`src/capt_consts.svh`:
```
// Register map, field positions, reset values and sizes of the PWM timer
`ifndef CAPT_CONSTS_SVH
`define CAPT_CONSTS_SVH

`define CAPT_ADDR_W        8
`define CAPT_NUM_CHAN      2
`define CAPT_DIV_W         7

`define CAPT_IDX_CTRL      6'h00
`define CAPT_IDX_COUNT     6'h01
`define CAPT_IDX_MODULO    6'h02
`define CAPT_IDX_CHAN0     6'h04

`define CAPT_CTRL_PS_LSB   0
`define CAPT_CTRL_CS_LSB   3
`define CAPT_CTRL_CENTER   5
`define CAPT_COUNT_DOWN    16

`define CAPT_PS_RST        3'h0
`define CAPT_CS_RST        2'h0
`define CAPT_CS_STOP       2'h0
`define CAPT_MODULO_RST    16'hffff
`define CAPT_CHAN_RST      16'h0000
`define CAPT_COUNT_RST     16'h0000

`define CAPT_RESP_OKAY     2'h0
`define CAPT_RESP_SLVERR   2'h2

`endif

```
`src/capt_pkg.sv`:
```
// Types shared by the PWM timer modules
package capt_pkg;

    typedef logic [15:0]                 capt_word_type;
    typedef logic [1:0]                  capt_chan_type;
    typedef logic [2:0]                  capt_ps_type;
    typedef logic [7:0]                  capt_addr_type;
    typedef logic [31:0]                 capt_data_type;
    typedef logic [3:0]                  capt_strb_type;
    typedef logic [1:0]                  capt_resp_type;

    typedef enum logic {CAPT_UP, CAPT_DOWN} capt_dir_type;

endpackage : capt_pkg

```
`src/capt_prescaler.sv`:
```
// Free running divider that issues counter steps at the selected rate
`include "capt_consts.svh"
module capt_prescaler (
    // Clock and reset
    input  wire logic                CLK,
    input  wire logic                RESETN,
    // Control
    input  wire capt_pkg::capt_ps_type PS_SEL,
    input  wire logic                RUN,
    // Step output
    output logic                     TICK
);
    import capt_pkg::*;

    logic [`CAPT_DIV_W-1:0] div_ff;
    logic [`CAPT_DIV_W-1:0] div_mask;

    // Divider is never cleared by a new selection
    always_ff @(posedge CLK or negedge RESETN) begin
        if (!RESETN) begin
            div_ff <= '0;
        end else begin
            div_ff <= div_ff + `CAPT_DIV_W'h1;
        end
    end

    // Division by two to the power of the selection
    assign div_mask = `CAPT_DIV_W'((8'h1 << PS_SEL) - 8'h1);
    assign TICK     = RUN && ((div_ff & div_mask) == div_mask);

endmodule : capt_prescaler

```
`src/capt_timer.sv`:
```
// Center and edge aligned PWM timer with AXI4-Lite register access
//
// Overview of operation
// - Center mode counts up to modulo, then down
// - Zero and modulo held once, others twice
// - Period starts stepping modulo-1 to modulo
// - Output from hidden flip-flop, reset low
// - Output changes only on a compare event
// - Channel equal modulo gives full duty
// - Negative channel value gives zero duty
// - Center mode modulo-1 gives duty value over modulo
// - Edge mode update may come period late
// - Prescaler divider not cleared on change
// - Prescale code one divides by two
// - Channel value written byte-wise, 16 bits
// - Center mode new value waits period start while running
// - Clock source zero stops the counter
// - Any counter write clears the counter
`include "capt_consts.svh"
module capt_timer (
    // Clock and reset
    input  wire logic                    CLK,
    input  wire logic                    RESETN,
    // AXI4-Lite write
    input  wire capt_pkg::capt_addr_type AWADDR,
    input  wire logic                    AWVALID,
    output logic                         AWREADY,
    input  wire capt_pkg::capt_data_type WDATA,
    input  wire capt_pkg::capt_strb_type WSTRB,
    input  wire logic                    WVALID,
    output logic                         WREADY,
    output capt_pkg::capt_resp_type      BRESP,
    output logic                         BVALID,
    input  wire logic                    BREADY,
    // AXI4-Lite read
    input  wire capt_pkg::capt_addr_type ARADDR,
    input  wire logic                    ARVALID,
    output logic                         ARREADY,
    output capt_pkg::capt_data_type      RDATA,
    output capt_pkg::capt_resp_type      RRESP,
    output logic                         RVALID,
    input  wire logic                    RREADY,
    // PWM pins
    output capt_pkg::capt_chan_type      PWM_OUT
);
    import capt_pkg::*;

    localparam int NCH = `CAPT_NUM_CHAN;

    function automatic logic [5:0] reg_idx(input capt_addr_type a);
        reg_idx = a[7:2];
    endfunction : reg_idx

    function automatic logic mapped(input capt_addr_type a);
        logic [5:0] i;
        i = a[7:2];
        mapped = (i == `CAPT_IDX_CTRL) || (i == `CAPT_IDX_COUNT) || (i == `CAPT_IDX_MODULO)
               || ((i >= `CAPT_IDX_CHAN0) && (i < `CAPT_IDX_CHAN0 + 6'(NCH)));
    endfunction : mapped

    function automatic capt_word_type merge16(input capt_word_type old, input capt_data_type d,
                                              input capt_strb_type s);
        merge16 = {s[1] ? d[15:8] : old[15:8], s[0] ? d[7:0] : old[7:0]};
    endfunction : merge16

    ////////////////////////////////////////////////////////////////////////////////////////
    // Bus slave

    logic          aw_got_ff;
    logic          w_got_ff;
    capt_addr_type aw_addr_ff;
    capt_data_type w_data_ff;
    capt_strb_type w_strb_ff;
    logic          bvalid_ff;
    capt_resp_type bresp_ff;
    logic          rvalid_ff;
    capt_resp_type rresp_ff;
    capt_data_type rdata_ff;
    logic          wr_do;
    logic [5:0]    wr_idx;

    assign AWREADY = !aw_got_ff && !bvalid_ff;
    assign WREADY  = !w_got_ff && !bvalid_ff;
    assign ARREADY = !rvalid_ff;
    assign BVALID  = bvalid_ff;
    assign BRESP   = bresp_ff;
    assign RVALID  = rvalid_ff;
    assign RRESP   = rresp_ff;
    assign RDATA   = rdata_ff;
    assign wr_do   = aw_got_ff && w_got_ff && !bvalid_ff;
    assign wr_idx  = reg_idx(aw_addr_ff);

    always_ff @(posedge CLK or negedge RESETN) begin
        if (!RESETN) begin
            aw_got_ff  <= 1'b0;
            w_got_ff   <= 1'b0;
            aw_addr_ff <= '0;
            w_data_ff  <= '0;
            w_strb_ff  <= '0;
            bvalid_ff  <= 1'b0;
            bresp_ff   <= `CAPT_RESP_OKAY;
        end else begin
            if (AWVALID && AWREADY) begin
                aw_got_ff  <= 1'b1;
                aw_addr_ff <= AWADDR;
            end
            if (WVALID && WREADY) begin
                w_got_ff  <= 1'b1;
                w_data_ff <= WDATA;
                w_strb_ff <= WSTRB;
            end
            if (wr_do) begin
                aw_got_ff <= 1'b0;
                w_got_ff  <= 1'b0;
                bvalid_ff <= 1'b1;
                bresp_ff  <= mapped(aw_addr_ff) ? `CAPT_RESP_OKAY : `CAPT_RESP_SLVERR;
            end else if (BREADY) begin
                bvalid_ff <= 1'b0;
            end
        end
    end

    ////////////////////////////////////////////////////////////////////////////////////////
    // Control registers

    capt_ps_type   ps_ff;
    logic [1:0]    cs_ff;
    logic          center_ff;
    capt_word_type mod_ff;
    capt_word_type cv_ff [NCH];
    logic          run;
    logic          cnt_clr;

    assign run     = (cs_ff != `CAPT_CS_STOP);
    assign cnt_clr = wr_do && (wr_idx == `CAPT_IDX_COUNT);

    always_ff @(posedge CLK or negedge RESETN) begin
        if (!RESETN) begin
            ps_ff     <= `CAPT_PS_RST;
            cs_ff     <= `CAPT_CS_RST;
            center_ff <= 1'b0;
            mod_ff    <= `CAPT_MODULO_RST;
        end else if (wr_do) begin
            if (wr_idx == `CAPT_IDX_CTRL && w_strb_ff[0]) begin
                ps_ff     <= w_data_ff[`CAPT_CTRL_PS_LSB +: 3];
                cs_ff     <= w_data_ff[`CAPT_CTRL_CS_LSB +: 2];
                center_ff <= w_data_ff[`CAPT_CTRL_CENTER];
            end
            if (wr_idx == `CAPT_IDX_MODULO) begin
                mod_ff <= merge16(mod_ff, w_data_ff, w_strb_ff);
            end
        end
    end

    ////////////////////////////////////////////////////////////////////////////////////////
    // Prescaler and counter

    logic          tick;
    capt_word_type cnt_ff;
    capt_word_type nxt_cnt;
    capt_dir_type  dir_ff;
    capt_dir_type  nxt_dir;
    logic          step_dn;
    logic          period_start;
    logic          wrap;
    logic          load_cv;

    capt_prescaler u_prescaler (
        .CLK    (CLK),
        .RESETN (RESETN),
        .PS_SEL (ps_ff),
        .RUN    (run),
        .TICK   (tick)
    );

    always_comb begin
        nxt_cnt = cnt_ff;
        nxt_dir = dir_ff;
        step_dn = 1'b0;
        if (cnt_clr) begin
            nxt_cnt = `CAPT_COUNT_RST;
        end else if (tick) begin
            if (!center_ff) begin
                nxt_dir = CAPT_UP;
                nxt_cnt = (cnt_ff >= mod_ff) ? 16'h0000 : cnt_ff + 16'h0001;
            end else if (dir_ff == CAPT_DOWN) begin
                if (cnt_ff == 16'h0000) begin
                    nxt_dir = CAPT_UP;
                    nxt_cnt = (mod_ff == 16'h0000) ? 16'h0000 : 16'h0001;
                end else begin
                    nxt_cnt = cnt_ff - 16'h0001;
                    step_dn = 1'b1;
                end
            end else if (cnt_ff >= mod_ff) begin
                nxt_dir = CAPT_DOWN;
                nxt_cnt = (cnt_ff == 16'h0000) ? 16'h0000 : cnt_ff - 16'h0001;
                step_dn = 1'b1;
            end else begin
                nxt_cnt = cnt_ff + 16'h0001;
            end
        end
    end

    assign period_start = tick && !cnt_clr && center_ff && dir_ff == CAPT_UP
                          && cnt_ff == mod_ff - 16'h0001;
    assign wrap         = tick && !cnt_clr && !center_ff && cnt_ff >= mod_ff;
    assign load_cv      = period_start || wrap || !run;

    always_ff @(posedge CLK or negedge RESETN) begin
        if (!RESETN) begin
            cnt_ff <= `CAPT_COUNT_RST;
            dir_ff <= CAPT_UP;
        end else begin
            cnt_ff <= nxt_cnt;
            dir_ff <= nxt_dir;
        end
    end

    ////////////////////////////////////////////////////////////////////////////////////////
    // Channels

    capt_word_type act_ff [NCH];
    logic [NCH-1:0] out_ff;
    logic [NCH-1:0] evt;

    generate
        for (genvar c = 0; c < NCH; c++) begin : g_chan
            capt_word_type eff;
            logic          hit;
            assign eff = load_cv ? cv_ff[c] : act_ff[c];
            assign hit = tick && !cnt_clr && !eff[15] && nxt_cnt == eff;
            assign evt[c] = wrap || hit || (period_start && eff[15]);

            always_ff @(posedge CLK or negedge RESETN) begin
                if (!RESETN) begin
                    cv_ff[c] <= `CAPT_CHAN_RST;
                end else if (wr_do && wr_idx == `CAPT_IDX_CHAN0 + 6'(c)) begin
                    cv_ff[c] <= merge16(cv_ff[c], w_data_ff, w_strb_ff);
                end
            end

            always_ff @(posedge CLK or negedge RESETN) begin
                if (!RESETN) begin
                    act_ff[c] <= `CAPT_CHAN_RST;
                end else if (load_cv) begin
                    act_ff[c] <= cv_ff[c];
                end
            end

            always_ff @(posedge CLK or negedge RESETN) begin
                if (!RESETN) begin
                    out_ff[c] <= 1'b0;
                end else if (wrap) begin
                    out_ff[c] <= (eff != 16'h0000) && !eff[15];
                end else if (period_start && eff[15]) begin
                    out_ff[c] <= 1'b0;
                end else if (hit) begin
                    if (nxt_cnt == mod_ff) begin
                        out_ff[c] <= 1'b1;
                    end else if (nxt_cnt == 16'h0000) begin
                        out_ff[c] <= 1'b0;
                    end else begin
                        out_ff[c] <= center_ff && step_dn;
                    end
                end
            end
        end
    endgenerate

    assign PWM_OUT = out_ff;

    ////////////////////////////////////////////////////////////////////////////////////////
    // Read path

    logic [5:0]    rd_idx;
    capt_data_type rd_val;

    assign rd_idx = reg_idx(ARADDR);

    always_comb begin
        rd_val = '0;
        if (rd_idx == `CAPT_IDX_CTRL) begin
            rd_val[`CAPT_CTRL_PS_LSB +: 3] = ps_ff;
            rd_val[`CAPT_CTRL_CS_LSB +: 2] = cs_ff;
            rd_val[`CAPT_CTRL_CENTER]      = center_ff;
        end else if (rd_idx == `CAPT_IDX_COUNT) begin
            rd_val[15:0]             = cnt_ff;
            rd_val[`CAPT_COUNT_DOWN] = (dir_ff == CAPT_DOWN);
        end else if (rd_idx == `CAPT_IDX_MODULO) begin
            rd_val[15:0] = mod_ff;
        end else begin
            for (int c = 0; c < NCH; c++) begin
                if (rd_idx == `CAPT_IDX_CHAN0 + 6'(c)) begin
                    rd_val[15:0] = cv_ff[c];
                end
            end
        end
    end

    always_ff @(posedge CLK or negedge RESETN) begin
        if (!RESETN) begin
            rvalid_ff <= 1'b0;
            rresp_ff  <= `CAPT_RESP_OKAY;
            rdata_ff  <= '0;
        end else if (ARVALID && ARREADY) begin
            rvalid_ff <= 1'b1;
            rresp_ff  <= mapped(ARADDR) ? `CAPT_RESP_OKAY : `CAPT_RESP_SLVERR;
            rdata_ff  <= rd_val;
        end else if (RREADY) begin
            rvalid_ff <= 1'b0;
        end
    end
endmodule : capt_timer

```
`config.mk`:
```
export PLATFORM = sky130hd
export DESIGN_NAME = capt_timer
export DESIGN_NICKNAME = d
export VERILOG_FILES = /design/src/capt_pkg.sv /design/src/capt_prescaler.sv /design/src/capt_timer.sv
export VERILOG_INCLUDE_DIRS = /design/src
export SDC_FILE = /design/constraint.sdc
export NUM_CORES = 1
export LEC_CHECK = 0
export BUFFER_PORTS_ARGS = -buffer_cell sky130_fd_sc_hd__buf_2
export CAP_MARGIN = 25
export CORE_ASPECT_RATIO = 0.9
export CORE_MARGIN = 1.5
export CORE_UTILIZATION = 54
export DETAILED_ROUTE_END_ITERATION = 7
export PLACE_DENSITY = 0.77
export REMOVE_ABC_BUFFERS = 1
export SLEW_MARGIN = 25
export SYNTH_ARGS = -nofsm -noshare
export SYNTH_HDL_FRONTEND = slang
export SYNTH_SLANG_ARGS = --single-unit
```
`constraint.sdc`:
```
create_clock -name CLK -period 4.4 [get_ports CLK]
set_clock_uncertainty 0.1 [all_clocks]
set_input_delay 0.22 -clock CLK [delete_from_list [all_inputs] [get_ports CLK]]
set_output_delay 0.22 -clock CLK [all_outputs]
set_load 0.05 [all_outputs]
```
# Yosys cells after proc, flatten, opt, wreduce, memory -nomap -nowiden
# Cells that the tools add are included.
[op_classes]
n_addsub = 5
order_cmp = 5
n_eq_ne = 13
n_shift = 1
muxes = 42
bitwise = 3
reduce_logical = 68
[op_table]
columns = ["cell", "count"]
rows = [
  ["$mux W16", 14],
  ["$eq A16 B16 Y1", 4],
  ["$logic_not A16 Y1", 3],
  ["$reduce_bool A16 Y1", 2],
  ["$sub A16 B1 Y16 const B", 2],
  ["$logic_and A1 B1 Y1", 29],
  ["$eq A6 B3 Y1 const B", 4],
  ["$mux W1", 24],
  ["$add A16 B1 Y16 const B", 1],
  ["$ge A16 B16 Y1", 1],
  ["$eq A6 B1 Y1 const B", 2],
  ["$eq A6 B2 Y1 const B", 2],
  ["$ge A6 B3 Y1 const B", 2],
  ["$logic_not A6 Y1", 2],
  ["$lt A6 B3 Y1 const B", 2],
  ["$reduce_and A2 Y1", 6],
  ["$mux W11", 1],
  ["$reduce_bool A2 Y1", 5],
  ["$logic_not A1 Y1", 9],
  ["$logic_or A1 B1 Y1", 8],
  ["$add A7 B1 Y7 const B", 1],
  ["$and A7 B7 Y7", 1],
  ["$eq A7 B7 Y1", 1],
  ["$shl A1 B3 Y7 const A", 1],
  ["6 further kinds", 10],
]
[word_totals]
regBits = 163
out_inout_bits = 43
elab_cells = 163

# Longest topological paths before layout
[depth]
word_depth = 18
mapped_depth = 18

# By module
# A second synthesis with hierarchy kept.
[unflattened]
hier_cells = 1134
hier_area_um2 = 10702.8
[by_module_without_submodules]
columns = ["mod", "n_inst", "cells_per_inst", "area_each_um2", "seq_area_each_um2"]
rows = [
  ["capt_timer", 1, 1105, 10391.2, 3823.7],
  ["capt_prescaler", 1, 29, 311.5, 175.2],
]

# Least setup slack after synthesis
# Ideal clock, no wire load.
[synth_path]
kind = "reg2reg"
startpoint = "register mod_ff[12]"
endpoint = "register out_ff[1], in the netlist PWM_OUT[1]"
setup_time_ns = 0.125
arrival_ns = 4.038
path_slack_ns = 0.137
stages_incl_launch_ff = 18
n_path_buf = 2
period_less_slack_ns = 4.263
cell_sequence = "dfstp_2 clkbuf_1 inv_1 ha_1 nand4_1 nor3_2 o311a_4 nor3_1 or3_1 o21ai_1 or2_1 clkbuf_1 mux2_1 xnor2_1 nand4_1 nor4_1 a21oi_1 mux2_4"
[synth_between]
word_cells_on_any_way = 38
classes_between = "add/sub: 1; order compare: 1; eq/ne: 3; mux: 19; reduce/logical: 14"
[synth_rtl]
columns = ["element", "line", "rtl"]
rows = [
  ["start, declared", "capt_timer.sv:129", "capt_word_type mod_ff;"],
  ["start signal, assigned", "capt_timer.sv:142", "mod_ff <= `CAPT_MODULO_RST;"],
  ["start signal, assigned", "capt_timer.sv:150", "mod_ff <= merge16(mod_ff, w_data_ff, w_strb_ff);"],
  ["$sub A16 B1 Y16", "capt_timer.sv:205", "&& cnt_ff == mod_ff - 16'h0001;"],
  ["$eq A16 B16 Y1", "capt_timer.sv:205", ""],
  ["$logic_and A1 B1 Y1", "capt_timer.sv:205", ""],
  ["$logic_or A1 B1 Y1 (*) (2 in series)", "capt_timer.sv:207", "assign load_cv = period_start || wrap || !run;"],
  ["$mux W16 (*)", "-", ""],
  ["via g_chan[1].eff[5]", "capt_timer.sv:228", "capt_word_type eff;"],
  ["$eq A16 B16 Y1 or $reduce_bool A16 Y1 (tied branches)", "capt_timer.sv:231, capt_timer.sv:254", ""],
  ["$logic_and A1 B1 Y1, on equally long branches", "capt_timer.sv:231, capt_timer.sv:254", ""],
  ["$reduce_bool A3 Y1 (no source line) or $mux W1 (tied branches)", "-", ""],
  ["end signal, assigned by index", "capt_timer.sv:254", "out_ff[c] <= (eff != 16'h0000) && !eff[15];"],
  ["end signal, assigned by index", "capt_timer.sv:263", "out_ff[c] <= center_ff && step_dn;"],
  ["end, declared", "capt_timer.sv:223", "logic [NCH-1:0] out_ff;"],
]
# The timed path passes the listed nets; every way through them passes the cells marked *. The select of a mux whose other input is x is not followed.
# A chain may end at the register's enable or synchronous reset.

# Worst setup path in the final report
[layout_path]
startpoint = "register mod_ff[1]"
endpoint = "register out_ff[1], in the netlist PWM_OUT[1]"
[layout_between]
elab_chain_cells = 13
word_cells_on_any_way = 38
classes_between = "add/sub: 1; order compare: 1; eq/ne: 3; mux: 19; reduce/logical: 14"
[layout_rtl]
columns = ["element"]
rows = [
  ["parallel branches: the longest is 13 deep, another holds $ge A16 B16 Y1"],
]
# Several ways; the timed one is not identified. The select of a mux whose other input is x is not followed.

==> out/metrics.csv <==
metric;value;unit
status;finished clean;
largest family of logic cells by synthesized area;simple AND/OR/NAND/NOR gates;
clock latency on the worst-skew pair;0.43;ns
Final min period;4.38;ns
die area;19700;sq um
Worst slew margin;27.6;%
r2r setup slk;0.02;ns
global-route wire length before repair;51200;um
leakage;0.00554;uW
post-synthesis compound-gate area fraction;15.4;%
synth top area cells;dfrtp_1 35%, mux2_2 12%, dfstp_2 4.1%;
pin count of the biggest net entering global routing;103;
Pins Over Slew Limit;0;
FF+latch count, synth;159;
vias in the first global route;8991;
Vias/cell;6.39;
crit-path max FO;7;
Layout Cells excl Fill;1446;
Yosys top cell area share;35.0;%
power per cell area;838;nW/um^2
Data required, critical path;4.61;ns
Worst-Margin Slew;1.08;ns
IO Port Bufs;62;
unrepaired setup endpoints after global routing;true;
TritonCTS Buffers;17;
placed cell count;1380;
area of placed instances;11200;sq um
critical path startpoint;mod_ff[1]$_DFFE_PN1P_;
Top Ports;102;
VDD IR max;0.451;mV
CTS Buffer Depth;2;
WL/cell;23.3;um
post-synth top area cell;dfrtp_1;
initial drt markers;833;
CP endpoint kind;flop;
DRT antenna net count;0;
CTS tree;built;
Yosys cell types;87;
Hold Path Sink;aw_got_ff$_DFFE_PN0P_;
share of post-route cells with drive strength above 1;31.6;%
synthesized cell area;10200;sq um
Synthesis Warnings;0;
hold path depth;3;
EDFF count, synth;0;
dpl hpwl;24400;um
Min-Delay Path Class;in -> reg;
worst r2r src;mod_ff[1]$_DFFE_PN1P_;
Reg2Reg Depth;15;
most frequent cells in the layout;143 x dfrtp_1, 110 x mux2_2, 97 x buf_4, 75 x nand2_1, 61 x buf_2;
maxcap violations;0;
Tcrit/Tclk final;99.4;%
H-tree depth;4;
Die Ht;133;um
adder-cell share of the synthesized area;2.70;%
design area;12300;sq um
first-pass iteration count of the detailed router;5;
CTS root buffer;clkbuf_16;
Syn Inst Count;1039;
post-synthesis xor/xnor area fraction;5.75;%
Hold Slack;0.0573;ns
Area growth syn-to-layout;20.8;%
initial antenna violation count;0;
drt total wl;33700;um
hold path start;AWVALID;
Setup violations, final;0;
grt total ovfl;0;
utilization after layout;66.8;%
Setup Crit Path Kind;reg -> reg;
Ant. Diodes;0;
Worst Path Arrival;4.59;ns
row cnt;47;
Clock transition at path regs;0.07;ns
global placement routability congestion;1.03;
# clock sinks;159;
GRT Total Usage;34.3;%
die width;148;um
top_reg_cell synth;dfrtp_1;
Synth Area per Inst;9.83;sq um
drt drc;0;
Starting Density;55.3;%
post-synthesis mux area share;14.1;%
vias;9233;
most common cell after layout, fill and taps aside;dfrtp_1;
NumNets Final;1269;
CP Launch Type;flop;
final hold viol count;0;
Reg-to-Reg End;PWM_OUT[1]$_DFFE_PN0P_;
asr flop ratio synth;100;%
post-synthesis simple-gate area fraction;17.0;%
Seq/Total Area, Yosys;39.2;%
PnR Total Power;10300;uW
Peak Freq;0.229;GHz
Core ar.;18500;sq um
power by group:
part,switching (uW),leakage [uW],internal [uW]
Sequential,506,0.00205,1990
Clock,610,0.000287,844
Combinational,3730,0.00320,2660
worst max path at each step:
stage	end	slack, ns	cells after the start
6_report	PWM_OUT[1]$_DFFE_PN0P_	0.02	15
3_5_place_dp	PWM_OUT[1]$_DFFE_PN0P_	0.01	16
5_1_grt	PWM_OUT[1]$_DFFE_PN0P_	-0.12	16
2_1_floorplan	PWM_OUT[1]$_DFFE_PN0P_	-0.56	15
3_3_place_gp	PWM_OUT[1]$_DFFE_PN0P_	0.1	16
4_1_cts	PWM_OUT[1]$_DFFE_PN0P_	0.003	17
area by class of cell:
type	instances	area (sq um)
Clock buffer	22	484
Clock inverter	10	104
Fill cell	1418	6130
Inverter	49	184
Multi-Input combinational cell	771	5870
Sequential cell	159	4000
Tap cell	245	307
Timing Repair Buffer	190	1380
sequential cells by signal (all words and copies together), names as in the netlist, 2 cells and up:
signal	flops
mod_ff	16
cv_ff	32
RDATA	17
PWM_OUT	2
act_ff	32
aw_addr_ff	6
w_strb_ff	2
cnt_ff	16
ps_ff	3
w_data_ff	16
cs_ff	2
u_prescaler.div_ff	7
cell families after synthesis:
group           count (synthesis)
compound gates                224
fa+ha+maj                      22
flops                         159
xor+xnor                       67
simple gates                  313
buf+inv                       125
mux                           128
other cells                     1
per-layer routing:
layer,part of all wire [%],vias up,track usage (%)
li1,-,4100,-
met1,40,4514,46.2
met2,47,522,54.5
met3,9.5,97,6.82
met4,3.3,0,13.6
met5,0,-,0
worst max-delay path, cell delays in order (launching register included):
cell     delay [ns]
dfstp_2        0.53
inv_1          0.05
ha_1           0.31
nor2b_1        0.14
o211a_1        0.24
o311a_4        0.38
nor4_4         0.32
buf_4          0.22
o21ai_0        0.12
a32o_1         0.25
o21a_1         0.29
xor2_1         0.20
or3_1          0.34
nor4_2         0.31
a21oi_1        0.13
mux2_4         0.31
repair_timing:
action | CTS | global route
pin swaps | 0 | 12
gates cloned | 0 | 0
resized for setup | 1 | 35
hold buffers | 27 | 0
setup endpoints to repair | 1 | 2
setup buffers | 0 | 7
hold endpoints to repair | 120 | 0
cells in the mapped netlist (7+ instances only):
library cell    n
dfstp_2        16
mux2i_1        13
o22ai_1         8
nand2_1        75
ha_1           22
a221oi_1        9
o21ai_0        50
a31oi_1        11
nor4_1         15
and3_1          9
nor2b_1         8
nand2b_1       10
a21oi_1        37
dfrtp_1       143
a211oi_1       12
o221ai_1       13
xor2_1         26
buf_2          14
nor3_1         23
and2_1          9
nor2_1         54
nand3b_1        7
xnor2_1        41
nand4_1        25
clkbuf_1       35
buf_4          20
inv_1          48
or3_1           8
mux2_2        110
nand3_1        34
o21ai_1         7
through the flow:
stage	TNS [ns]	worst slack (ns)
2_1_floorplan	-0.845	-0.558
3_3_place_gp	0	0.0957
3_5_place_dp	0	0.0119
4_1_cts	0	0.00344
5_1_grt	-0.148	-0.116
6_report	0	0.0244
Power figures use the tool's default switching activity.
